$ cat src/hw/ics_pkg.sv
// Constants and types of the instruction cycle sequencer
// Functional notes
// - Internal clock is crystal divided by four
// - Sync output marks the op-code fetch cycle
// - Op code latched in second half of sync cycle
// - Stop resumes only on external interrupt
// - Wait resumes on internal or external interrupt
// - Push accumulator/status: one byte, three cycles
// - Pull accumulator/status: one byte, four cycles
// - Accumulator bit branch: two bytes, four/six
// - Accumulator bit clear/set: one byte, two
// - Zero-page bit branch: three bytes, five/seven
// - Zero-page bit clear/set: two bytes, five
// - Load memory immediate: three bytes, four
// - Zero-page stores: two bytes, four cycles
// - Zero-page X read-modify-write: two bytes, six
// - Multiply zero-page X: two bytes, fifteen
// - Divide zero-page X: two bytes, sixteen
// - Indirect jump: three bytes, five cycles
// - Store accumulator indirect X: two, seven
// - Store accumulator absolute X/Y: three, six
// - T=1 immediate arithmetic takes five cycles
// - T=1 absolute arithmetic: three bytes, seven
// - T=1 indirect Y arithmetic: two, nine
package ics_pkg;

	localparam int DIV_RATIO = 4;
	localparam logic [1:0] PHASE_LAST = 2'(DIV_RATIO - 1);
	localparam logic [1:0] PHASE_HALF = 2'(DIV_RATIO / 2 - 1);

	localparam logic [4:0] CYC_FIRST     = 5'h01;
	localparam logic [4:0] CYC_IMPLIED   = 5'h02;
	localparam logic [4:0] CYC_BREAK     = 5'h07;
	localparam logic [4:0] CYC_HALT      = 5'h02;
	localparam logic [4:0] CYC_PUSH      = 5'h03;
	localparam logic [4:0] CYC_PULL      = 5'h04;
	localparam logic [4:0] CYC_BRA_A     = 5'h04;
	localparam logic [4:0] CYC_BRA_A_TK  = 5'h06;
	localparam logic [4:0] CYC_BIT_A     = 5'h02;
	localparam logic [4:0] CYC_BRA_ZP    = 5'h05;
	localparam logic [4:0] CYC_BRA_ZP_TK = 5'h07;
	localparam logic [4:0] CYC_BIT_ZP    = 5'h05;
	localparam logic [4:0] CYC_LDM       = 5'h04;
	localparam logic [4:0] CYC_ST_ZP     = 5'h04;
	localparam logic [4:0] CYC_RMW_ZPX   = 5'h06;
	localparam logic [4:0] CYC_MUL       = 5'h0F;
	localparam logic [4:0] CYC_DIV       = 5'h10;
	localparam logic [4:0] CYC_JMP_IND   = 5'h05;
	localparam logic [4:0] CYC_STA_INDX  = 5'h07;
	localparam logic [4:0] CYC_STA_ABSXY = 5'h06;
	localparam logic [4:0] CYC_ALU_IMM   = 5'h02;
	localparam logic [4:0] CYC_ALU_IMM_T = 5'h05;
	localparam logic [4:0] CYC_ALU_ZP    = 5'h03;
	localparam logic [4:0] CYC_ALU_ZP_T  = 5'h06;
	localparam logic [4:0] CYC_ALU_ZPX   = 5'h04;
	localparam logic [4:0] CYC_ALU_ZPX_T = 5'h07;
	localparam logic [4:0] CYC_ALU_ABS   = 5'h04;
	localparam logic [4:0] CYC_ALU_ABS_T = 5'h07;
	localparam logic [4:0] CYC_ALU_AXY   = 5'h05;
	localparam logic [4:0] CYC_ALU_AXY_T = 5'h08;
	localparam logic [4:0] CYC_ALU_INX   = 5'h06;
	localparam logic [4:0] CYC_ALU_INX_T = 5'h09;
	localparam logic [4:0] CYC_ALU_INY   = 5'h06;
	localparam logic [4:0] CYC_ALU_INY_T = 5'h09;
	localparam logic [4:0] CYC_REL       = 5'h02;
	localparam logic [4:0] CYC_REL_TK    = 5'h04;
	localparam logic [4:0] CYC_RMW_ZP    = 5'h05;
	localparam logic [4:0] CYC_RRF       = 5'h08;
	localparam logic [4:0] CYC_JSR       = 5'h06;
	localparam logic [4:0] CYC_JMP_ABS   = 5'h03;

	localparam logic [1:0] LEN_ONE   = 2'h1;
	localparam logic [1:0] LEN_TWO   = 2'h2;
	localparam logic [1:0] LEN_THREE = 2'h3;

	typedef enum logic [4:0] {
		CLS_IMPLIED   = 5'b00000,
		CLS_BREAK     = 5'b00001,
		CLS_STOP      = 5'b00010,
		CLS_WAIT      = 5'b00011,
		CLS_PUSH      = 5'b00100,
		CLS_PULL      = 5'b00101,
		CLS_ACC       = 5'b00110,
		CLS_BIT_A     = 5'b00111,
		CLS_BRA_A     = 5'b01000,
		CLS_BRA_ZP    = 5'b01001,
		CLS_BIT_ZP    = 5'b01010,
		CLS_LDM       = 5'b01011,
		CLS_ST_ZP     = 5'b01100,
		CLS_RMW_ZPX   = 5'b01101,
		CLS_MUL       = 5'b01110,
		CLS_DIV       = 5'b01111,
		CLS_JMP_IND   = 5'b10000,
		CLS_STA_INDX  = 5'b10001,
		CLS_STA_ABSXY = 5'b10010,
		CLS_ALU_IMM   = 5'b10011,
		CLS_ALU_ZP    = 5'b10100,
		CLS_ALU_ZPX   = 5'b10101,
		CLS_ALU_ABS   = 5'b10110,
		CLS_ALU_AXY   = 5'b10111,
		CLS_ALU_INX   = 5'b11000,
		CLS_ALU_INY   = 5'b11001,
		CLS_REL       = 5'b11010,
		CLS_RMW_ZP    = 5'b11011,
		CLS_RRF       = 5'b11100,
		CLS_JSR       = 5'b11101,
		CLS_JMP_ABS   = 5'b11110
	} ics_class_t;

	typedef enum logic [1:0] {
		ST_FETCH = 2'b00,
		ST_EXEC  = 2'b01,
		ST_STOP  = 2'b10,
		ST_WAIT  = 2'b11
	} ics_state_t;

endpackage

$ cat src/hw/ics_phase_div.sv
// Crystal to internal clock phase divider
`timescale 1ns/1ps
module ics_phase_div
(
	input  wire logic sys_clk_i,
	input  wire logic reset_i,
	output logic      phi_o,
	output logic      half_o,
	output logic      end_o
);

	typedef struct packed {
		logic [1:0] phase;
		logic       phi;
	} ics_div_st_t;

	ics_div_st_t q;
	ics_div_st_t next_q;

	always_comb
	begin
		next_q = q;
		next_q.phase = q.phase + 2'h1;
		next_q.phi = (next_q.phase > ics_pkg::PHASE_HALF);
	end

	always_ff @(posedge sys_clk_i)
	begin
		if (reset_i)
		begin
			q <= '0;
		end
		else
		begin
			q <= next_q;
		end
	end

	assign phi_o  = q.phi;
	// Enables, one crystal period each
	assign half_o = (q.phase == ics_pkg::PHASE_HALF);
	assign end_o  = (q.phase == ics_pkg::PHASE_LAST);

endmodule

$ cat src/hw/ics_sequencer.sv
// Instruction cycle sequencer: fetch sync, op code latch, cycle counts
`timescale 1ns/1ps
module ics_sequencer
(
	input  wire logic        sys_clk_i,
	input  wire logic        reset_i,
	input  wire logic [7:0]  data_i,
	input  wire logic [4:0]  class_i,
	input  wire logic        t_flag_i,
	input  wire logic        branch_taken_i,
	input  wire logic        ext_irq_i,
	input  wire logic        int_irq_i,
	output logic             phi_o,
	output logic             phi_end_o,
	output logic             sync_o,
	output logic [7:0]       opcode_o,
	output logic [4:0]       cycle_o,
	output logic [1:0]       bytes_o,
	output logic             instr_done_o,
	output logic             stopped_o,
	output logic             waiting_o
);

	typedef struct packed {
		ics_pkg::ics_state_t st;
		logic [4:0]          cnt;
		logic [7:0]          opcode;
		logic                t_mode;
		logic [1:0]          bytes;
		logic                done;
		logic                ext_s1;
		logic                ext_s2;
		logic                ext_s3;
		logic                ext_level;
	} ics_seq_st_t;

	ics_seq_st_t q;
	ics_seq_st_t next_q;

	logic phi;
	logic phi_half;
	logic phi_end;

	ics_phase_div u_div
	(
		.sys_clk_i (sys_clk_i),
		.reset_i   (reset_i),
		.phi_o     (phi),
		.half_o    (phi_half),
		.end_o     (phi_end)
	);

	// Cycles of the short form; branch not taken or T clear
	function automatic logic [4:0] base_cycles(input logic [4:0] cls);
		case (ics_pkg::ics_class_t'(cls))
			ics_pkg::CLS_IMPLIED:   base_cycles = ics_pkg::CYC_IMPLIED;
			ics_pkg::CLS_BREAK:     base_cycles = ics_pkg::CYC_BREAK;
			ics_pkg::CLS_STOP:      base_cycles = ics_pkg::CYC_HALT;
			ics_pkg::CLS_WAIT:      base_cycles = ics_pkg::CYC_HALT;
			ics_pkg::CLS_PUSH:      base_cycles = ics_pkg::CYC_PUSH;
			ics_pkg::CLS_PULL:      base_cycles = ics_pkg::CYC_PULL;
			ics_pkg::CLS_ACC:       base_cycles = ics_pkg::CYC_IMPLIED;
			ics_pkg::CLS_BIT_A:     base_cycles = ics_pkg::CYC_BIT_A;
			ics_pkg::CLS_BRA_A:     base_cycles = ics_pkg::CYC_BRA_A;
			ics_pkg::CLS_BRA_ZP:    base_cycles = ics_pkg::CYC_BRA_ZP;
			ics_pkg::CLS_BIT_ZP:    base_cycles = ics_pkg::CYC_BIT_ZP;
			ics_pkg::CLS_LDM:       base_cycles = ics_pkg::CYC_LDM;
			ics_pkg::CLS_ST_ZP:     base_cycles = ics_pkg::CYC_ST_ZP;
			ics_pkg::CLS_RMW_ZPX:   base_cycles = ics_pkg::CYC_RMW_ZPX;
			ics_pkg::CLS_MUL:       base_cycles = ics_pkg::CYC_MUL;
			ics_pkg::CLS_DIV:       base_cycles = ics_pkg::CYC_DIV;
			ics_pkg::CLS_JMP_IND:   base_cycles = ics_pkg::CYC_JMP_IND;
			ics_pkg::CLS_STA_INDX:  base_cycles = ics_pkg::CYC_STA_INDX;
			ics_pkg::CLS_STA_ABSXY: base_cycles = ics_pkg::CYC_STA_ABSXY;
			ics_pkg::CLS_ALU_IMM:   base_cycles = ics_pkg::CYC_ALU_IMM;
			ics_pkg::CLS_ALU_ZP:    base_cycles = ics_pkg::CYC_ALU_ZP;
			ics_pkg::CLS_ALU_ZPX:   base_cycles = ics_pkg::CYC_ALU_ZPX;
			ics_pkg::CLS_ALU_ABS:   base_cycles = ics_pkg::CYC_ALU_ABS;
			ics_pkg::CLS_ALU_AXY:   base_cycles = ics_pkg::CYC_ALU_AXY;
			ics_pkg::CLS_ALU_INX:   base_cycles = ics_pkg::CYC_ALU_INX;
			ics_pkg::CLS_ALU_INY:   base_cycles = ics_pkg::CYC_ALU_INY;
			ics_pkg::CLS_REL:       base_cycles = ics_pkg::CYC_REL;
			ics_pkg::CLS_RMW_ZP:    base_cycles = ics_pkg::CYC_RMW_ZP;
			ics_pkg::CLS_RRF:       base_cycles = ics_pkg::CYC_RRF;
			ics_pkg::CLS_JSR:       base_cycles = ics_pkg::CYC_JSR;
			ics_pkg::CLS_JMP_ABS:   base_cycles = ics_pkg::CYC_JMP_ABS;
			default:                base_cycles = ics_pkg::CYC_IMPLIED;
		endcase
	endfunction

	// Cycles of the long form; branch taken or T set
	function automatic logic [4:0] alt_cycles(input logic [4:0] cls);
		case (ics_pkg::ics_class_t'(cls))
			ics_pkg::CLS_BRA_A:   alt_cycles = ics_pkg::CYC_BRA_A_TK;
			ics_pkg::CLS_BRA_ZP:  alt_cycles = ics_pkg::CYC_BRA_ZP_TK;
			ics_pkg::CLS_REL:     alt_cycles = ics_pkg::CYC_REL_TK;
			ics_pkg::CLS_ALU_IMM: alt_cycles = ics_pkg::CYC_ALU_IMM_T;
			ics_pkg::CLS_ALU_ZP:  alt_cycles = ics_pkg::CYC_ALU_ZP_T;
			ics_pkg::CLS_ALU_ZPX: alt_cycles = ics_pkg::CYC_ALU_ZPX_T;
			ics_pkg::CLS_ALU_ABS: alt_cycles = ics_pkg::CYC_ALU_ABS_T;
			ics_pkg::CLS_ALU_AXY: alt_cycles = ics_pkg::CYC_ALU_AXY_T;
			ics_pkg::CLS_ALU_INX: alt_cycles = ics_pkg::CYC_ALU_INX_T;
			ics_pkg::CLS_ALU_INY: alt_cycles = ics_pkg::CYC_ALU_INY_T;
			default:              alt_cycles = base_cycles(cls);
		endcase
	endfunction

	function automatic logic is_branch(input logic [4:0] cls);
		case (ics_pkg::ics_class_t'(cls))
			ics_pkg::CLS_BRA_A:  is_branch = 1'b1;
			ics_pkg::CLS_BRA_ZP: is_branch = 1'b1;
			ics_pkg::CLS_REL:    is_branch = 1'b1;
			default:             is_branch = 1'b0;
		endcase
	endfunction

	// Only the arithmetic and logic group reacts to the T flag
	function automatic logic is_t_class(input logic [4:0] cls);
		case (ics_pkg::ics_class_t'(cls))
			ics_pkg::CLS_ALU_IMM: is_t_class = 1'b1;
			ics_pkg::CLS_ALU_ZP:  is_t_class = 1'b1;
			ics_pkg::CLS_ALU_ZPX: is_t_class = 1'b1;
			ics_pkg::CLS_ALU_ABS: is_t_class = 1'b1;
			ics_pkg::CLS_ALU_AXY: is_t_class = 1'b1;
			ics_pkg::CLS_ALU_INX: is_t_class = 1'b1;
			ics_pkg::CLS_ALU_INY: is_t_class = 1'b1;
			default:              is_t_class = 1'b0;
		endcase
	endfunction

	function automatic logic [1:0] byte_len(input logic [4:0] cls);
		case (ics_pkg::ics_class_t'(cls))
			ics_pkg::CLS_IMPLIED:   byte_len = ics_pkg::LEN_ONE;
			ics_pkg::CLS_BREAK:     byte_len = ics_pkg::LEN_ONE;
			ics_pkg::CLS_STOP:      byte_len = ics_pkg::LEN_ONE;
			ics_pkg::CLS_WAIT:      byte_len = ics_pkg::LEN_ONE;
			ics_pkg::CLS_PUSH:      byte_len = ics_pkg::LEN_ONE;
			ics_pkg::CLS_PULL:      byte_len = ics_pkg::LEN_ONE;
			ics_pkg::CLS_ACC:       byte_len = ics_pkg::LEN_ONE;
			ics_pkg::CLS_BIT_A:     byte_len = ics_pkg::LEN_ONE;
			ics_pkg::CLS_BRA_A:     byte_len = ics_pkg::LEN_TWO;
			ics_pkg::CLS_BRA_ZP:    byte_len = ics_pkg::LEN_THREE;
			ics_pkg::CLS_BIT_ZP:    byte_len = ics_pkg::LEN_TWO;
			ics_pkg::CLS_LDM:       byte_len = ics_pkg::LEN_THREE;
			ics_pkg::CLS_ST_ZP:     byte_len = ics_pkg::LEN_TWO;
			ics_pkg::CLS_RMW_ZPX:   byte_len = ics_pkg::LEN_TWO;
			ics_pkg::CLS_MUL:       byte_len = ics_pkg::LEN_TWO;
			ics_pkg::CLS_DIV:       byte_len = ics_pkg::LEN_TWO;
			ics_pkg::CLS_JMP_IND:   byte_len = ics_pkg::LEN_THREE;
			ics_pkg::CLS_STA_INDX:  byte_len = ics_pkg::LEN_TWO;
			ics_pkg::CLS_STA_ABSXY: byte_len = ics_pkg::LEN_THREE;
			ics_pkg::CLS_ALU_IMM:   byte_len = ics_pkg::LEN_TWO;
			ics_pkg::CLS_ALU_ZP:    byte_len = ics_pkg::LEN_TWO;
			ics_pkg::CLS_ALU_ZPX:   byte_len = ics_pkg::LEN_TWO;
			ics_pkg::CLS_ALU_ABS:   byte_len = ics_pkg::LEN_THREE;
			ics_pkg::CLS_ALU_AXY:   byte_len = ics_pkg::LEN_THREE;
			ics_pkg::CLS_ALU_INX:   byte_len = ics_pkg::LEN_TWO;
			ics_pkg::CLS_ALU_INY:   byte_len = ics_pkg::LEN_TWO;
			ics_pkg::CLS_REL:       byte_len = ics_pkg::LEN_TWO;
			ics_pkg::CLS_RMW_ZP:    byte_len = ics_pkg::LEN_TWO;
			ics_pkg::CLS_RRF:       byte_len = ics_pkg::LEN_TWO;
			ics_pkg::CLS_JSR:       byte_len = ics_pkg::LEN_THREE;
			ics_pkg::CLS_JMP_ABS:   byte_len = ics_pkg::LEN_THREE;
			default:                byte_len = ics_pkg::LEN_ONE;
		endcase
	endfunction

	// Length of the running instruction, given its late inputs
	function automatic logic [4:0] total_cycles(
		input logic [4:0] cls,
		input logic       t_mode,
		input logic       taken
	);
		logic long_form;
		long_form = 1'b0;
		if (is_branch(cls))
		begin
			long_form = taken;
		end
		else if (is_t_class(cls))
		begin
			long_form = t_mode;
		end
		total_cycles = long_form ? alt_cycles(cls) : base_cycles(cls);
	endfunction

	logic [4:0] total_now;
	logic       ext_seen;
	logic       is_stop_cls;
	logic       is_wait_cls;

	assign total_now   = total_cycles(class_i, q.t_mode, branch_taken_i);
	assign is_stop_cls = (class_i == ics_pkg::CLS_STOP);
	assign is_wait_cls = (class_i == ics_pkg::CLS_WAIT);

	// A pin edge counts only once the second and third stages agree
	always_comb
	begin
		ext_seen = q.ext_level;
		if (q.ext_s2 == q.ext_s3)
		begin
			ext_seen = q.ext_s3;
		end
	end

	always_comb
	begin
		next_q = q;
		next_q.done = 1'b0;
		next_q.ext_s1 = ext_irq_i;
		next_q.ext_s2 = q.ext_s1;
		next_q.ext_s3 = q.ext_s2;
		next_q.ext_level = ext_seen;
		case (q.st)
			ics_pkg::ST_FETCH:
			begin
				// Latch in the second half of the sync cycle
				if (phi_end)
				begin
					next_q.opcode = data_i;
					next_q.t_mode = t_flag_i;
					next_q.cnt = q.cnt + 5'h01;
					next_q.st = ics_pkg::ST_EXEC;
				end
			end
			ics_pkg::ST_EXEC:
			begin
				if (phi_half)
				begin
					next_q.bytes = byte_len(class_i);
				end
				if (phi_end)
				begin
					if (q.cnt >= total_now)
					begin
						next_q.done = 1'b1;
						next_q.cnt = ics_pkg::CYC_FIRST;
						if (is_stop_cls)
						begin
							next_q.st = ics_pkg::ST_STOP;
						end
						else if (is_wait_cls)
						begin
							next_q.st = ics_pkg::ST_WAIT;
						end
						else
						begin
							next_q.st = ics_pkg::ST_FETCH;
						end
					end
					else
					begin
						next_q.cnt = q.cnt + 5'h01;
					end
				end
			end
			ics_pkg::ST_STOP:
			begin
				// Internal events cannot wake the stopped core
				if (phi_end && q.ext_level)
				begin
					next_q.st = ics_pkg::ST_FETCH;
				end
			end
			ics_pkg::ST_WAIT:
			begin
				if (phi_end && (q.ext_level || int_irq_i))
				begin
					next_q.st = ics_pkg::ST_FETCH;
				end
			end
			default:
			begin
				next_q.st = ics_pkg::ST_FETCH;
				next_q.cnt = ics_pkg::CYC_FIRST;
			end
		endcase
	end

	always_ff @(posedge sys_clk_i)
	begin
		if (reset_i)
		begin
			q <= '0;
			q.st <= ics_pkg::ST_FETCH;
			q.cnt <= ics_pkg::CYC_FIRST;
			q.bytes <= ics_pkg::LEN_ONE;
		end
		else
		begin
			q <= next_q;
		end
	end

	assign phi_o        = phi;
	assign phi_end_o    = phi_end;
	assign sync_o       = (q.st == ics_pkg::ST_FETCH);
	assign opcode_o     = q.opcode;
	assign cycle_o      = q.cnt;
	assign bytes_o      = q.bytes;
	assign instr_done_o = q.done;
	assign stopped_o    = (q.st == ics_pkg::ST_STOP);
	assign waiting_o    = (q.st == ics_pkg::ST_WAIT);

endmodule

$ cat config.mk
export PLATFORM = sky130hd
export DESIGN_NAME = ics_sequencer
export DESIGN_NICKNAME = d
export VERILOG_FILES = /design/src/hw/ics_pkg.sv /design/src/hw/ics_phase_div.sv /design/src/hw/ics_sequencer.sv
export SDC_FILE = /design/constraint.sdc
export NUM_CORES = 1
export LEC_CHECK = 0
export ABC_AREA = 1
export BUFFER_PORTS_ARGS = -buffer_cell sky130_fd_sc_hd__buf_2
export CAP_MARGIN = 20
export CORE_ASPECT_RATIO = 0.6
export CORE_UTILIZATION = 35
export DETAILED_ROUTE_END_ITERATION = 7
export PLACE_DENSITY = 0.67
export SETUP_SLACK_MARGIN = 0.15
export SLEW_MARGIN = 20
export SYNTH_ARGS = -nofsm -noshare
export SYNTH_HDL_FRONTEND = slang
export SYNTH_SLANG_ARGS = --single-unit
$ cat constraint.sdc
create_clock -name sys_clk_i -period 2.9 [get_ports sys_clk_i]
set_input_delay 0.145 -clock sys_clk_i [delete_from_list [all_inputs] [get_ports sys_clk_i]]
set_output_delay 0.145 -clock sys_clk_i [all_outputs]
set_load 0.02 [all_outputs]
==> flow_summary.yaml <==
run_status:
  run_status: "completed"
pwr:
  swShare_pct: 30.6
  p_sw_mw: 0.229
  p_leak_nw: 1.02
  powerDensity_mw_per_mm2: 379
  combPwrFrac_pct: 23.9
  p_int_mw: 0.519
  clockPowerShare_pct: 26.6
  pwr-share-seq_pct: 49.5
  vdd_drop_max_mv: 0.210
synthesis:
  yosys.area_share.simple_pct: 33.6
  ys_async_sr_fraction_pct: 0
  synthTopCellsByCount: "nand2_1, nor2_1, inv_1"
  synth_fa_ha_area_share_pct: 10.4
  seq_area_frac_synth_pct: 27.7
  synth-compound-area-share_pct: 12.3
  syn_avg_cell_area_um2: 6.51
  synth_flop_cell: "dfxtp_1"
  synth-xor-area-share_pct: 1.46
  netlist_instances: 277
  synthMuxAreaShare_pct: 0
  ys_warn_count: 0
  synth_area_leader_cell: "dfxtp_1"
  synthTopCellsByArea: "dfxtp_1, nand2_1, ha_1, nor2_1, buf_4"
  syn_nets: 311
  yosysMostFrequentCell: "nand2_1"
  synth_area_mm2: 0.00180
  yosys.cell_types.count: 25
  yosysTopAreaCellShare_pct: 27.7
  synth_top_family_by_area: "simple AND/OR/NAND/NOR gates"
  synth-edff-count: 0
  ys_seq_elements: 25
routing:
  antenna_left: 0
  route.met3.wl_um: 281
  wl_met2_um: 1490
  drc: 0
  avgRoutedWirePerCell_um: 10.4
  routedLengthMet1_um: 1980
  totalWireLength_um: 3780
  drtPass1Iterations: 4
  vias: 1717
  drt_iter0_markers: 122
  vias_per_cell: 4.74
  highest_layer: "met4"
worst_setup_path:
  end_kind: "flip-flop"
  critical_path_class: "input port to flip-flop"
  reg2reg_depth: 13
  r2r-end: "cycle_o[1]"
  crit_required_ns: 3.10
  cp-start-kind: "input port"
  path_max_fanout: 5
  cp.arrival_ns: 2.55
  r2r_start: "q[7]"
  timing.reg2reg.setup_slack_ns: 0.97
min_path:
  min_path_type: "input port to flip-flop"
  worstHoldStart: "ext_irq_i"
  worstHoldPathCells: 3
  min_to: "next_q[2]"
sta:
  final_max_slew_viol_count: 0
  period_share_pct: 81.1
  worstMarginPinSlew_ns: 0.393
  fmax_ghz: 0.425
  fin_crit_ns: 2.35
  relSlewSlack_pct: 73.7
  fin_worst_skew_ns: 0.00201
  hold_ws_ns: 0.0777
  setup_tns_ns: 0
  rsz0062_at_grt: "false"
  finalSetupViolCount: 0
  final_hold_viol_count: 0
clock_tree:
  clkSlewWorstSetupHoldPaths_ns: 0.08
  clock-sinks: 25
  cts_tree: "done"
  cts_resized: 0
  cts-root-buf: "clkbuf_8"
  clock_latency_ns: 0.26
  cts_setup_buffers: 0
  cts-htree-levels: 1
  cts_buffer_depth: 2
  cts_buffers: 3
  postCtsHoldBufs: 0
floorplan:
  num_rows: 19
  core_area_mm2: 0.00475
  die_h_um: 57.6
  die_w_um: 94.7
  io_pins: 40
  start_util_pct: 37.9
  dieArea_mm2: 0.00546
layout:
  drive_above_1_share_pct: 18.1
  fin_nets: 334
  nFillCells: 505
  syn_to_final_growth_pct: 9.43
  final_area_mm2: 0.00197
  finish.utilization_pct: 41.5
  seq_area_um2: 500
  antenna_cells: 0
  multi_input_area_mm2: 0.00104
global_route:
  grt_usage_pct: 15.0
  antenna_found_initial: 0
  grt_max_degree: 16
  grt_pass1_vias: 1479
  grt_pass1_wl_um: 6490
  grt_overflow: 0
place:
  place_congestion: 0.842
  post_dp_cell_area_mm2: 0.00193
  io_buffers: 39
  place_hpwl_um: 3030
run:
  maxCapViolCount: 0
## placed cells by master (no fill, tap or decap)
cell,n
a211oi_1,1
a21oi_1,9
a221oi_1,1
buf_2,39
clkbuf_1,1
clkbuf_8,3
dfxtp_1,25
ha_1,15
inv_1,27
inv_2,3
nand2_1,63
nand2_2,5
nand3_1,19
nand4_1,6
nor2_1,47
nor2_2,2
nor2_4,1
nor4_1,1
o211ai_1,3
o211ai_2,1
o21ai_0,21
o21ai_1,1
o31ai_1,2
xor2_1,3
## final cells by class
class                      instances  share of cell area (%)
multi-input combinational        201                    52.8
tap                               63                    3.99
sequential                        25                    25.3
inverter                          30                    5.70
clock buffer                       4                    2.28
timing repair buffer              39                    9.89
## flip-flops by register name (all words and copies together), names as in the netlist
| signal | count |
|---|---|
| instr_done_o | 1 |
| u_div.phi_o | 1 |
| opcode_o | 8 |
| cycle_o | 5 |
| bytes_o | 2 |
| next_q | 2 |
| q | 5 |
| u_div.q | 1 |
## worst max path at each step
stage	end	startpoint	slack, ns
3_3_place_gp	q[22]	class_i[0]	0.39
5_1_grt	q[22]	class_i[1]	0.34
3_5_place_dp	cycle_o[1]	class_i[1]	0.29
2_1_floorplan	q[21]	class_i[1]	0.84
4_1_cts	cycle_o[1]	class_i[1]	0.57
6_report	cycle_o[1]	class_i[1]	0.55
## logic make-up (layout without fill, tap and decap cells)
| group | count (synthesis) | count (layout) |
|---|---|---|
| AO/OA/AOI/OAI | 39 | 39 |
| XOR/XNOR | 3 | 3 |
| adder cells (fa/ha/maj) | 15 | 15 |
| buffers and inverters | 51 | 73 |
| flip-flops | 25 | 25 |
| AND/OR/NAND/NOR | 144 | 144 |
## worst max-delay path, stage by stage
cell     delay [ns]
buf_2          0.13
inv_1          0.14
ha_1           0.32
nand2_2        0.10
nor2_2         0.12
nand2_1        0.07
nand2_1        0.06
nor2_1         0.05
nand2_2        0.07
nand2_2        0.08
nand2_2        0.10
nand2_1        0.05
nand2_1        0.06
inv_1          0.04
ha_1           0.26
o21ai_0        0.24
nand3_1        0.14
nand3_1        0.12
nand2_1        0.13
a21oi_1        0.14
## metal layers
metal	vias up	global-route usage (%)
met5	-	0
met4	0	3.68
met3	4	4.46
met2	47	20.3
met1	745	22.9
li1	921	-
## metrics by stage
stage               total power, mW  instances  setup slack (ns)
detailed placement            0.556        358             0.293
floorplan                     0.518        277             0.843
global route                  0.805        362             0.337
finish                        0.748        362             0.547
global placement              0.556        358             0.394
CTS                           0.759        362             0.574
## power by group through the flow
stage	registers (mW)	logic [mW]	clock network, mW
2_1_floorplan	0.378	0.141	0
3_3_place_gp	0.378	0.178	0
3_5_place_dp	0.378	0.179	0
4_1_cts	0.370	0.179	0.210
5_1_grt	0.372	0.205	0.227
6_report	0.370	0.179	0.199
No activity file was read; power rests on OpenSTA's default activity.
